===== config.mk =====
export PLATFORM = sky130hd
export DESIGN_NAME = camera_trigger_sync_io
export DESIGN_NICKNAME = d
export VERILOG_FILES = /design/src/rtl/trig_sync_pkg.sv /design/src/rtl/period_gen_if.sv /design/src/rtl/freq_gen.sv /design/src/rtl/camera_trigger_sync_io.sv
export SDC_FILE = /design/constraint.sdc
export NUM_CORES = 1
export LEC_CHECK = 0
export BUFFER_PORTS_ARGS = -buffer_cell sky130_fd_sc_hd__buf_2
export CAP_MARGIN = 20
export CORE_ASPECT_RATIO = 0.6
export CORE_UTILIZATION = 60
export DETAILED_ROUTE_END_ITERATION = 10
export GPL_ROUTABILITY_DRIVEN = 1
export PLACE_DENSITY = 0.8
export SETUP_SLACK_MARGIN = 0.3
export SLEW_MARGIN = 0
export SYNTH_ARGS = -nofsm -noshare
export SYNTH_HDL_FRONTEND = slang
export SYNTH_SLANG_ARGS = --single-unit

===== constraint.sdc =====
create_clock -name mclk -period 4.4 [get_ports mclk]
set_clock_uncertainty 0.2 [all_clocks]
set_input_delay 0.66 -clock mclk [delete_from_list [all_inputs] [get_ports mclk]]
set_output_delay 0.66 -clock mclk [all_outputs]
set_load 0.05 [all_outputs]

===== src/rtl/trig_sync_pkg.sv =====
// Summary of operation
// - Ready output goes high when armed for a trigger, just before exposure.
// - Status output is taken from one software-chosen timing source.
// - Optional inversion is applied to the status output after source selection.
// - Auxiliary output pulses a programmed delay after the trigger instant.
// - Gate monitor output is high for each whole intensifier gate.
// - Trigger-received output goes high at the trigger instant.
// - Rising early-trigger edge requests the end of continuous cleaning.
// - Cleaning stops only at the end of the cycle in progress.
// - Primary frequency output runs continuously, active high, until software halts it.
// - Lockout output is low while the intensifier is locked off.
// - Secondary frequency output lags the primary by 100 ns to 6.55 ms.
// - External trigger starts timing on a software-selected edge polarity.
package trig_sync_pkg;

  localparam longint CLK_MHZ = 200;

  // ----------------------------------------
  // Register offsets
  // ----------------------------------------
  localparam logic [7:0] OFS_CTRL = 8'h00;
  localparam logic [7:0] OFS_AUX_DELAY = 8'h04;
  localparam logic [7:0] OFS_GATE_WIDTH = 8'h08;
  localparam logic [7:0] OFS_FREQ_PERIOD = 8'h0C;
  localparam logic [7:0] OFS_FREQ_HIGH = 8'h10;
  localparam logic [7:0] OFS_SYNC2_DELAY = 8'h14;
  localparam logic [7:0] OFS_STATUS = 8'h18;

  // ----------------------------------------
  // Field positions and reset values
  // ----------------------------------------
  localparam int CTRL_EXT_EN = 0;
  localparam int CTRL_EDGE_FALL = 1;
  localparam int CTRL_INVERT = 2;
  localparam int CTRL_FREQ_RUN = 3;
  localparam int CTRL_SEL_LSB = 4;
  localparam int CTRL_SW_TRIG = 8;
  localparam logic [31:0] CTRL_WR_MASK = 32'h0000007F;
  localparam int STS_READY = 0;
  localparam int STS_GATE = 1;
  localparam int STS_AUX_BUSY = 2;
  localparam int STS_CLEAN_PEND = 3;
  localparam int STS_LOCKOUT = 4;
  localparam int STS_FREQ1 = 5;
  localparam int STS_FREQ2 = 6;
  localparam int STS_ACQ = 7;
  localparam logic [31:0] CTRL_RST = 32'h00000000;
  localparam logic [31:0] AUX_DELAY_RST = 32'h00000014;
  localparam logic [31:0] GATE_WIDTH_RST = 32'h00000014;
  localparam logic [31:0] FREQ_PERIOD_RST = 32'h000000C8;
  localparam logic [31:0] FREQ_HIGH_RST = 32'h00000064;
  localparam logic [31:0] SYNC2_DELAY_RST = 32'h00000014;

  // Status output sources
  localparam logic [2:0] SEL_ACQ = 3'h0;
  localparam logic [2:0] SEL_SHIFT = 3'h1;
  localparam logic [2:0] SEL_ONE = 3'h2;
  localparam logic [2:0] SEL_READOUT = 3'h3;
  localparam logic [2:0] SEL_SHUTTER = 3'h4;
  localparam logic [2:0] SEL_WAIT = 3'h5;

  typedef enum logic [2:0] {
    ST_IDLE = 3'b001,
    ST_ARMED = 3'b010,
    ST_GATE = 3'b100
  } trig_state_e;

  // ----------------------------------------
  // Timing
  // ----------------------------------------
  function automatic logic [31:0] cyc_min(input longint ps);
    longint c;
    c = (ps * CLK_MHZ + 64'd999999) / 64'd1000000;
    return 32'((c < 1) ? 1 : c);
  endfunction

  function automatic logic [31:0] cyc_max(input longint ps);
    longint c;
    c = (ps * CLK_MHZ) / 64'd1000000;
    return 32'((c < 1) ? 1 : c);
  endfunction

  function automatic logic [31:0] clamp32(input logic [31:0] v, input logic [31:0] lo, input logic [31:0] hi);
    return (v < lo) ? lo : ((v > hi) ? hi : v);
  endfunction

  function automatic logic [31:0] dec32(input logic [31:0] v);
    return (v == 32'h0) ? 32'h0 : v - 32'h1;
  endfunction

  localparam longint AUX_DELAY_MIN_PS = 10;
  localparam longint AUX_DELAY_MAX_NS = 1000000000;
  localparam longint SYNC2_DELAY_MIN_NS = 100;
  localparam longint SYNC2_DELAY_MAX_NS = 6550000;
  localparam longint OUT_PULSE_NS = 100;
  localparam logic [31:0] AUX_DELAY_MIN_CYC = cyc_min(AUX_DELAY_MIN_PS);
  localparam logic [31:0] AUX_DELAY_MAX_CYC = cyc_max(AUX_DELAY_MAX_NS * 1000);
  localparam logic [31:0] SYNC2_DELAY_MIN_CYC = cyc_min(SYNC2_DELAY_MIN_NS * 1000);
  localparam logic [31:0] SYNC2_DELAY_MAX_CYC = cyc_max(SYNC2_DELAY_MAX_NS * 1000);
  localparam logic [31:0] OUT_PULSE_CYC = cyc_min(OUT_PULSE_NS * 1000);
  localparam logic [31:0] GATE_MIN_CYC = 32'h00000001;
  localparam logic [31:0] FREQ_MIN_PERIOD = 32'h00000002;

endpackage


===== src/rtl/period_gen_if.sv =====
`timescale 1ns/1ps
interface period_gen_if;
  logic ce;
  logic run;
  logic [31:0] period;
  logic [31:0] high;
  logic [31:0] delay2;
  logic out1;
  logic out2;
  modport ctrl (output ce, run, period, high, delay2, input out1, out2);
  modport gen (input ce, run, period, high, delay2, output out1, out2);
endinterface


===== src/rtl/freq_gen.sv =====
`timescale 1ns/1ps
module freq_gen
  import trig_sync_pkg::*;
(
  // Clock and reset
  input wire logic mclk,
  input wire logic rst_n,
  // Settings and outputs
  period_gen_if.gen pg
);

  logic act1, act2, dly_run;
  logic [31:0] cnt1, cnt2, per1, hi1, per2, hi2, dcnt;
  logic [31:0] lag, d_q;

  wire wrap1 = act1 && (cnt1 == per1 - 32'h1);
  wire wrap2 = act2 && (cnt2 == per2 - 32'h1);
  wire start = pg.run && !act1 && !act2 && !dly_run;
  wire start2 = dly_run && (dcnt == 32'h1);

  // ----------------------------------------
  // Primary: reload only on start or a wrap
  // ----------------------------------------
  always_ff @(posedge mclk or negedge rst_n) begin
    if (!rst_n) begin
      act1 <= 1'b0;
      cnt1 <= 32'h0;
      per1 <= FREQ_PERIOD_RST;
      hi1 <= FREQ_HIGH_RST;
    end else if (pg.ce) begin
      if (start || wrap1) begin
        act1 <= pg.run;
        cnt1 <= 32'h0;
        per1 <= pg.period;
        hi1 <= pg.high;
      end else if (act1) begin
        cnt1 <= cnt1 + 32'h1;
      end
    end
  end

  // ----------------------------------------
  // Secondary: delayed copy
  // ----------------------------------------
  always_ff @(posedge mclk or negedge rst_n) begin
    if (!rst_n) begin
      dly_run <= 1'b0;
      dcnt <= 32'h0;
      act2 <= 1'b0;
      cnt2 <= 32'h0;
      per2 <= FREQ_PERIOD_RST;
      hi2 <= FREQ_HIGH_RST;
    end else if (pg.ce) begin
      if (start) begin
        dly_run <= 1'b1;
        dcnt <= pg.delay2;
      end else if (dly_run) begin
        dly_run <= !start2;
        dcnt <= dec32(dcnt);
      end
      if (start2 || wrap2) begin
        act2 <= start2 || act1;
        cnt2 <= 32'h0;
        per2 <= per1;
        hi2 <= hi1;
      end else if (act2) begin
        cnt2 <= cnt2 + 32'h1;
      end
    end
  end

  always_ff @(posedge mclk or negedge rst_n) begin
    if (!rst_n) begin
      pg.out1 <= 1'b0;
      pg.out2 <= 1'b0;
    end else if (pg.ce) begin
      pg.out1 <= act1 && (cnt1 < hi1);
      pg.out2 <= act2 && (cnt2 < hi2);
    end
  end

  // Lag measured for checking only
  always_ff @(posedge mclk or negedge rst_n) begin
    if (!rst_n) begin
      lag <= 32'h0;
      d_q <= 32'h0;
    end else if (pg.ce) begin
      lag <= start ? 32'h1 : lag + 32'h1;
      d_q <= start ? pg.delay2 : d_q;
    end
  end
endmodule


===== src/rtl/camera_trigger_sync_io.sv =====
`timescale 1ns/1ps
module camera_trigger_sync_io
  import trig_sync_pkg::*;
#(
  parameter logic [31:0] AUX_DELAY_MAX = AUX_DELAY_MAX_CYC,
  parameter logic [31:0] SYNC2_DELAY_MAX = SYNC2_DELAY_MAX_CYC
) (
  // Clock, reset, enable
  input wire logic mclk,
  input wire logic rst_n,
  input wire logic ce,
  // Register port
  input wire logic [7:0] reg_addr,
  input wire logic [31:0] reg_wdata,
  input wire logic reg_wr,
  input wire logic reg_rd,
  output logic [31:0] reg_rdata,
  // Timing generator status
  input wire logic acq_active,
  input wire logic image_shift,
  input wire logic readout_active,
  input wire logic shutter_open,
  input wire logic cleaning,
  input wire logic clean_cycle_end,
  input wire logic ii_locked_off,
  // Timing generator commands
  output logic trigger_instant,
  output logic clean_stop,
  // Trigger pins
  input wire logic ext_trig_in,
  input wire logic early_clean_stop_in,
  // Status pins
  output logic ready_out,
  output logic status_out,
  output logic aux_delay_out,
  output logic gate_monitor_out,
  output logic trigger_received_out,
  output logic lockout_out,
  output logic freq_out_primary,
  output logic freq_out_secondary
);

  // ----------------------------------------
  // Register file
  // ----------------------------------------
  logic [31:0] ctrl;
  logic [31:0] aux_delay;
  logic [31:0] gate_width;
  logic [31:0] freq_period;
  logic [31:0] freq_high;
  logic [31:0] sync2_delay;
  logic sw_trig;
  logic [31:0] rd_mux;
  logic [31:0] status_word;

  wire wr_ctrl = reg_wr && (reg_addr == OFS_CTRL);
  wire wr_aux = reg_wr && (reg_addr == OFS_AUX_DELAY);
  wire wr_gate = reg_wr && (reg_addr == OFS_GATE_WIDTH);
  wire wr_per = reg_wr && (reg_addr == OFS_FREQ_PERIOD);
  wire wr_high = reg_wr && (reg_addr == OFS_FREQ_HIGH);
  wire wr_sync2 = reg_wr && (reg_addr == OFS_SYNC2_DELAY);

  always_ff @(posedge mclk or negedge rst_n) begin
    if (!rst_n) begin
      ctrl <= CTRL_RST;
      aux_delay <= AUX_DELAY_RST;
      gate_width <= GATE_WIDTH_RST;
    end else if (ce) begin
      if (wr_ctrl) begin
        ctrl <= reg_wdata & CTRL_WR_MASK;
      end
      if (wr_aux) begin
        aux_delay <= reg_wdata;
      end
      if (wr_gate) begin
        gate_width <= reg_wdata;
      end
    end
  end

  always_ff @(posedge mclk or negedge rst_n) begin
    if (!rst_n) begin
      freq_period <= FREQ_PERIOD_RST;
      freq_high <= FREQ_HIGH_RST;
      sync2_delay <= SYNC2_DELAY_RST;
    end else if (ce) begin
      if (wr_per) begin
        freq_period <= reg_wdata;
      end
      if (wr_high) begin
        freq_high <= reg_wdata;
      end
      if (wr_sync2) begin
        sync2_delay <= reg_wdata;
      end
    end
  end

  // Software trigger is a one-cycle pulse, never stored
  always_ff @(posedge mclk or negedge rst_n) begin
    if (!rst_n) begin
      sw_trig <= 1'b0;
    end else if (ce) begin
      sw_trig <= wr_ctrl && reg_wdata[CTRL_SW_TRIG];
    end
  end

  always_comb begin
    case (reg_addr)
      OFS_CTRL: rd_mux = ctrl;
      OFS_AUX_DELAY: rd_mux = aux_delay;
      OFS_GATE_WIDTH: rd_mux = gate_width;
      OFS_FREQ_PERIOD: rd_mux = freq_period;
      OFS_FREQ_HIGH: rd_mux = freq_high;
      OFS_SYNC2_DELAY: rd_mux = sync2_delay;
      OFS_STATUS: rd_mux = status_word;
      default: rd_mux = 32'h0;
    endcase
  end

  // Data only in the cycle after the strobe
  always_ff @(posedge mclk or negedge rst_n) begin
    if (!rst_n) begin
      reg_rdata <= 32'h0;
    end else if (ce) begin
      reg_rdata <= reg_rd ? rd_mux : 32'h0;
    end
  end

  // ----------------------------------------
  // Pin synchronisers
  // ----------------------------------------
  logic trig_s1, trig_s2, trig_s3;
  logic pre_s1, pre_s2, pre_s3;

  always_ff @(posedge mclk or negedge rst_n) begin
    if (!rst_n) begin
      trig_s1 <= 1'b0;
      trig_s2 <= 1'b0;
      trig_s3 <= 1'b0;
      pre_s1 <= 1'b0;
      pre_s2 <= 1'b0;
      pre_s3 <= 1'b0;
    end else if (ce) begin
      trig_s1 <= ext_trig_in;
      trig_s2 <= trig_s1;
      trig_s3 <= trig_s2;
      pre_s1 <= early_clean_stop_in;
      pre_s2 <= pre_s1;
      pre_s3 <= pre_s2;
    end
  end

  // XOR with polarity makes both edges one detector
  wire trig_now = trig_s2 ^ ctrl[CTRL_EDGE_FALL];
  wire trig_old = trig_s3 ^ ctrl[CTRL_EDGE_FALL];
  wire ext_edge = trig_now && !trig_old;
  wire pre_edge = pre_s2 && !pre_s3;

  // ----------------------------------------
  // Trigger state machine
  // ----------------------------------------
  trig_state_e st, next_st;
  logic [31:0] gate_cnt;

  wire ext_sel = ctrl[CTRL_EXT_EN];
  wire armed = (st == ST_ARMED);
  wire trig_hit = armed && (ext_sel ? ext_edge : sw_trig);
  wire gate_last = (st == ST_GATE) && (gate_cnt == 32'h1);
  wire [31:0] gate_eff = clamp32(gate_width, GATE_MIN_CYC, 32'hFFFFFFFF);
  wire [31:0] dly_eff = clamp32(aux_delay, AUX_DELAY_MIN_CYC, AUX_DELAY_MAX);

  always_comb begin
    next_st = st;
    case (st)
      ST_IDLE: begin
        if (acq_active && !cleaning) begin
          next_st = ST_ARMED;
        end
      end
      ST_ARMED: begin
        if (!acq_active) begin
          next_st = ST_IDLE;
        end else if (trig_hit) begin
          next_st = ST_GATE;
        end
      end
      ST_GATE: begin
        if (gate_last) begin
          next_st = ST_IDLE;
        end
      end
      default: next_st = ST_IDLE;
    endcase
  end

  always_ff @(posedge mclk or negedge rst_n) begin
    if (!rst_n) begin
      st <= ST_IDLE;
      gate_cnt <= 32'h0;
    end else if (ce) begin
      st <= next_st;
      gate_cnt <= trig_hit ? gate_eff : dec32(gate_cnt);
    end
  end

  // ----------------------------------------
  // Trigger-related outputs
  // ----------------------------------------
  logic [31:0] trx_cnt, dly_cnt, aux_cnt;

  always_ff @(posedge mclk or negedge rst_n) begin
    if (!rst_n) begin
      ready_out <= 1'b0;
      gate_monitor_out <= 1'b0;
      trigger_instant <= 1'b0;
    end else if (ce) begin
      ready_out <= (next_st == ST_ARMED);
      gate_monitor_out <= (next_st == ST_GATE);
      trigger_instant <= trig_hit;
    end
  end

  always_ff @(posedge mclk or negedge rst_n) begin
    if (!rst_n) begin
      trigger_received_out <= 1'b0;
      trx_cnt <= 32'h0;
    end else if (ce) begin
      if (trig_hit) begin
        trigger_received_out <= 1'b1;
        trx_cnt <= OUT_PULSE_CYC;
      end else begin
        trigger_received_out <= (trx_cnt > 32'h1);
        trx_cnt <= dec32(trx_cnt);
      end
    end
  end

  // A new trigger restarts a delay still counting
  always_ff @(posedge mclk or negedge rst_n) begin
    if (!rst_n) begin
      dly_cnt <= 32'h0;
    end else if (ce) begin
      dly_cnt <= trig_hit ? dly_eff : dec32(dly_cnt);
    end
  end

  always_ff @(posedge mclk or negedge rst_n) begin
    if (!rst_n) begin
      aux_delay_out <= 1'b0;
      aux_cnt <= 32'h0;
    end else if (ce) begin
      if (dly_cnt == 32'h1) begin
        aux_delay_out <= 1'b1;
        aux_cnt <= OUT_PULSE_CYC;
      end else begin
        aux_delay_out <= (aux_cnt > 32'h1);
        aux_cnt <= dec32(aux_cnt);
      end
    end
  end

  // ----------------------------------------
  // Status and lockout
  // ----------------------------------------
  wire [2:0] sel = ctrl[CTRL_SEL_LSB +: 3];
  wire sel_src = (sel == SEL_ACQ) ? acq_active :
                 (sel == SEL_SHIFT) ? image_shift :
                 (sel == SEL_ONE) ? 1'b1 :
                 (sel == SEL_READOUT) ? readout_active :
                 (sel == SEL_SHUTTER) ? shutter_open :
                 (sel == SEL_WAIT) ? armed : 1'b0;

  always_ff @(posedge mclk or negedge rst_n) begin
    if (!rst_n) begin
      status_out <= 1'b0;
      lockout_out <= 1'b0;
    end else if (ce) begin
      status_out <= sel_src ^ ctrl[CTRL_INVERT];
      lockout_out <= !ii_locked_off;
    end
  end

  // ----------------------------------------
  // Cleaning stop
  // ----------------------------------------
  logic clean_pend;
  // Edges outside acquisition are dropped
  wire clean_ev = (pre_edge || (ext_sel && ext_edge)) && acq_active && cleaning;

  always_ff @(posedge mclk or negedge rst_n) begin
    if (!rst_n) begin
      clean_pend <= 1'b0;
      clean_stop <= 1'b0;
    end else if (ce) begin
      // New event wins over the cycle-end clear
      clean_pend <= clean_ev || (clean_pend && cleaning && !clean_cycle_end);
      clean_stop <= clean_pend && cleaning && clean_cycle_end;
    end
  end

  // ----------------------------------------
  // Frequency outputs
  // ----------------------------------------
  period_gen_if pg_if();

  assign pg_if.ce = ce;
  assign pg_if.run = ctrl[CTRL_FREQ_RUN];
  assign pg_if.period = clamp32(freq_period, FREQ_MIN_PERIOD, 32'hFFFFFFFF);
  assign pg_if.high = freq_high;
  assign pg_if.delay2 = clamp32(sync2_delay, SYNC2_DELAY_MIN_CYC, SYNC2_DELAY_MAX);
  assign freq_out_primary = pg_if.out1;
  assign freq_out_secondary = pg_if.out2;

  freq_gen u_freq_gen (
    .mclk(mclk),
    .rst_n(rst_n),
    .pg(pg_if.gen)
  );

  assign status_word = {24'h0, acq_active, freq_out_secondary, freq_out_primary, lockout_out,
                        clean_pend, (dly_cnt != 32'h0), gate_monitor_out, ready_out};

  // ----------------------------------------
  // Checks
  // ----------------------------------------
  logic [31:0] since_trig, dly_q;

  always_ff @(posedge mclk or negedge rst_n) begin
    if (!rst_n) begin
      since_trig <= 32'h0;
      dly_q <= 32'h0;
    end else if (ce) begin
      since_trig <= trig_hit ? 32'h0 : since_trig + 32'h1;
      dly_q <= trig_hit ? dly_eff : dly_q;
    end
  end
endmodule


==> impl_metrics.csv <==
group,metric,value,unit
run_status,status,"completed",
setup_path,cpLargestDelayFamily,"simple AND/OR/NAND/NOR gates",
clocking,cts_tree,"done",
yosys,ys.flop_type,"dfrtp_1",
global_route,grt_overflow,0,
yosys,ys_seq_area_share,46.9,%
yosys,ys_ff_latch,575,
clocking,cts_made_buffers,53,
die,rows,63,
setup_path,critPathRequiredTime,4.68,ns
final_layout,multi_input_area,15400,µm²
timing,hold_viol_final,0,
hold_path,hold_class,"input port to register",
clocking,worstSkewPairLatency,0.62,ns
power,p_total,13.2,mW
yosys,yosysMostFrequentCell,"dfrtp_1",
setup_path,worstRegToRegCells,10,
timing,rsz0062_at_grt,"yes",
setup_path,worst-path-stages,10,
final_layout,synthToLayoutAreaGrowth,11.7,%
setup_path,r2r-start,"u_freq_gen.per2[10]$_DFFE_PN0P_",
setup_path,worst-setup-path-type,"register to register",
flow_run,cap_violations,0,
timing,relSlewSlack,23.4,%
place,portBuffers,95,
final_layout,fin_util,68.7,%
die,die_area,52200,µm²
hold_path,worstHoldPathCells,2,
route,drtAntennaViolNets,0,
die,die_w,294,µm
die,start_util,61.5,%
final_layout,nFillCells,3818,
place,dp.cells,3829,
hold_path,min_to,"lockout_out$_DFFE_PN0P_",
setup_path,path_cells,"or4_4, a2111oi_0, o211a_1, nand4_1, nor4b_1, nor4b_2, a41oi_2, buf_4, nor2_8, mux2_2",
route,routedWlPerCell,23.6,µm
clocking,cts-root-buf,"clkbuf_16",
yosys,synth_cells,3123,
setup_path,cp_slowest_stage_delay,0.62,ns
place,hpwlAfterDp,67800,µm
timing,period_share,91.7,%
yosys,yosysWarnings,0,
place,pre_cts_slack,0.147,ns
hold_path,hold_start,"ii_locked_off",
yosys,synth_commonest_cells,"550 x dfrtp_1, 345 x o21ai_0, 261 x nand2_1",
timing,fin_setup_tns,0,ns
die,ios,96,
global_route,grt_pass1_vias,25200,
yosys,synth_cell_types,83,
die,coreArea,50000,µm²
timing,fin_hold_ws,0.0308,ns
final_layout,fin_cells,3945,
route,dr.pass1.iters,6,
timing,fin_ws,0.364,ns
yosys,synth_top_area_cell,"dfrtp_1",
setup_path,reg2reg_slack,0.36,ns
setup_path,cp-end-kind,"register",
global_route,grt_max_degree,100,
yosys,netlist_area,30800,µm²
yosys,synth_edf_count,0,
route,vias_per_cell,6.64,
timing,max_freq,248,MHz
yosys,syn_nets,3255,
yosys,yosys.area.top_type_share,44.8,%
setup_path,path_buf_inv,1,
global_route,grt_use_total,35.8,%
setup_path,critical_path.max_fanout,10,
final_layout,stdcell_area,34400,µm²
final_layout,drive_gt1_share,17.7,%
route,drtIter0Drc,3373,
setup_path,critPathLaunchType,"register",
final_layout,nets,3341,
timing,period_minus_slack,4.04,ns
setup_path,crit_arrival,4.32,ns
route,wl,93000,µm
timing,tightest_slew,1.14,ns
timing,drv_slew,0,
clocking,cts.clk_slew.worst_paths,0.06,ns
clocking,clk_path_buf_depth,3,
setup_path,timing.rr.end,"u_freq_gen.per2[2]$_DFFE_PN0P_",
yosys,yosys-top-cells-area,"dfrtp_1 45%, mux2_2 7.5%, o21ai_0 5.6%",
die,fp.dieH,177,µm
power,power-per-cell-area,384,nW/µm²
yosys,async_flop_share,100,%
route,via_count,26200,
place,place.gp.congestion,0.970,
clocking,htreeDepth,2,
final_layout,seqCellArea,14400,µm²
power,vdd_ir_drop_max,371,µV
timing,setup-violations-final,0,
setup_path,cpMaxStageDelayCell,"or4_4",
route,drt_drc_violations_left,0,
global_route,antenna_found_initial,10,
place,dpl_cell_area,32200,µm²
global_route,grt_first_pass_wirelength,145000,µm
clocking,cts_sinks,575,
power,power.leakage,16.0,nW
yosys,avgSynthCellArea,9.85,µm²
final cells by class:
cell class                      count  share of cell area [%]
Clock inverter                     23                   0.958
Antenna cell                        9                  0.0655
Multi-Input combinational cell   2286                    44.8
Tap cell                          682                    2.48
Inverter                          112                    1.23
Sequential cell                   575                    42.0
Timing Repair Buffer              181                    3.84
Clock buffer                       77                    4.62
worst reg2reg max path, delay by kind of cell, from the launching register on:
| family | cells | cell delay [ns] |
|---|---|---|
| AOI/OAI and AO/OA | 3 | 0.97 |
| buffers and inverters | 1 | 0.21 |
| DFF | 1 | 0.48 |
| muxes | 1 | 0.37 |
| and+or+nand+nor | 5 | 1.70 |
cell usage in the layout, fill, tap and decap left out, types with 66 or more instances in the layout:
| cell | netlist | final |
|---|---|---|
| dfrtp_1 | 550 | 550 |
| o21ai_0 | 345 | 344 |
| nand2_1 | 261 | 261 |
| nor2_1 | 260 | 259 |
| mux2_2 | 206 | 206 |
| inv_1 | 112 | 111 |
| xnor2_1 | 108 | 108 |
| nor3_1 | 109 | 103 |
| a21oi_1 | 99 | 98 |
| buf_2 | 10 | 93 |
| nor4_1 | 96 | 92 |
| ha_1 | 78 | 78 |
| xor2_1 | 74 | 74 |
| buf_4 | 1 | 71 |
| nand3_1 | 67 | 66 |
kinds of logic after synthesis:
logic type,synth area share (%)
simple gates,16.9
compound gates,14.4
flops,46.9
mux,10.0
buf+inv,3.46
xor+xnor,5.18
fa+ha+maj,3.17
routing by layer:
metal | vias to the layer above | track usage [%] | wire length [µm] | part of all wire (%)
met5 | - | 0 | 0 | 0
met4 | 0 | 9.24 | 2040 | 2.2
met3 | 180 | 9.24 | 10500 | 11
met2 | 1417 | 51.7 | 39600 | 43
met1 | 13100 | 53.5 | 40900 | 44
li1 | 11500 | - | - | -
how the worst max path moves through the flow:
stage | start | endpoint | slack, ns
finish | u_freq_gen.per2[10]$_DFFE_PN0P_ | u_freq_gen.per2[2]$_DFFE_PN0P_ | 0.36
global route | u_freq_gen.per2[5]$_DFFE_PN0P_ | u_freq_gen.cnt2[3]$_DFFE_PN0P_ | 0.30
CTS | u_freq_gen.per2[5]$_DFFE_PN0P_ | u_freq_gen.cnt2[3]$_DFFE_PN0P_ | 0.33
detailed placement | u_freq_gen.per1[0]$_DFFE_PN0P_ | u_freq_gen.hi1[26]$_DFFE_PN0P_ | 0.15
global placement | u_freq_gen.per1[0]$_DFFE_PN0P_ | u_freq_gen.hi1[29]$_DFFE_PN0P_ | 0.27
floorplan | u_freq_gen.per1[0]$_DFFE_PN0P_ | u_freq_gen.per1[10]$_DFFE_PN0P_ | 0.52
power by group:
| group | switching [mW] | leakage (nW) | internal (mW) |
|---|---|---|---|
| logic | 1.09 | 7.56 | 0.729 |
| registers | 0.541 | 7.45 | 5.75 |
| clock network | 2.14 | 0.946 | 2.93 |
repair_timing:
| item | in CTS | in global routing |
|---|---|---|
| setup buffers | 1 | 3 |
| endpoints found under the hold margin | 90 | 0 |
| gates resized for setup | 3 | 18 |
| hold buffers | 1 | 0 |
| pin swaps | 1 | 3 |
| cloned | 1 | 1 |
| endpoints found under the setup margin | 72 | 177 |
No activity file was read; power rests on OpenSTA's default activity.
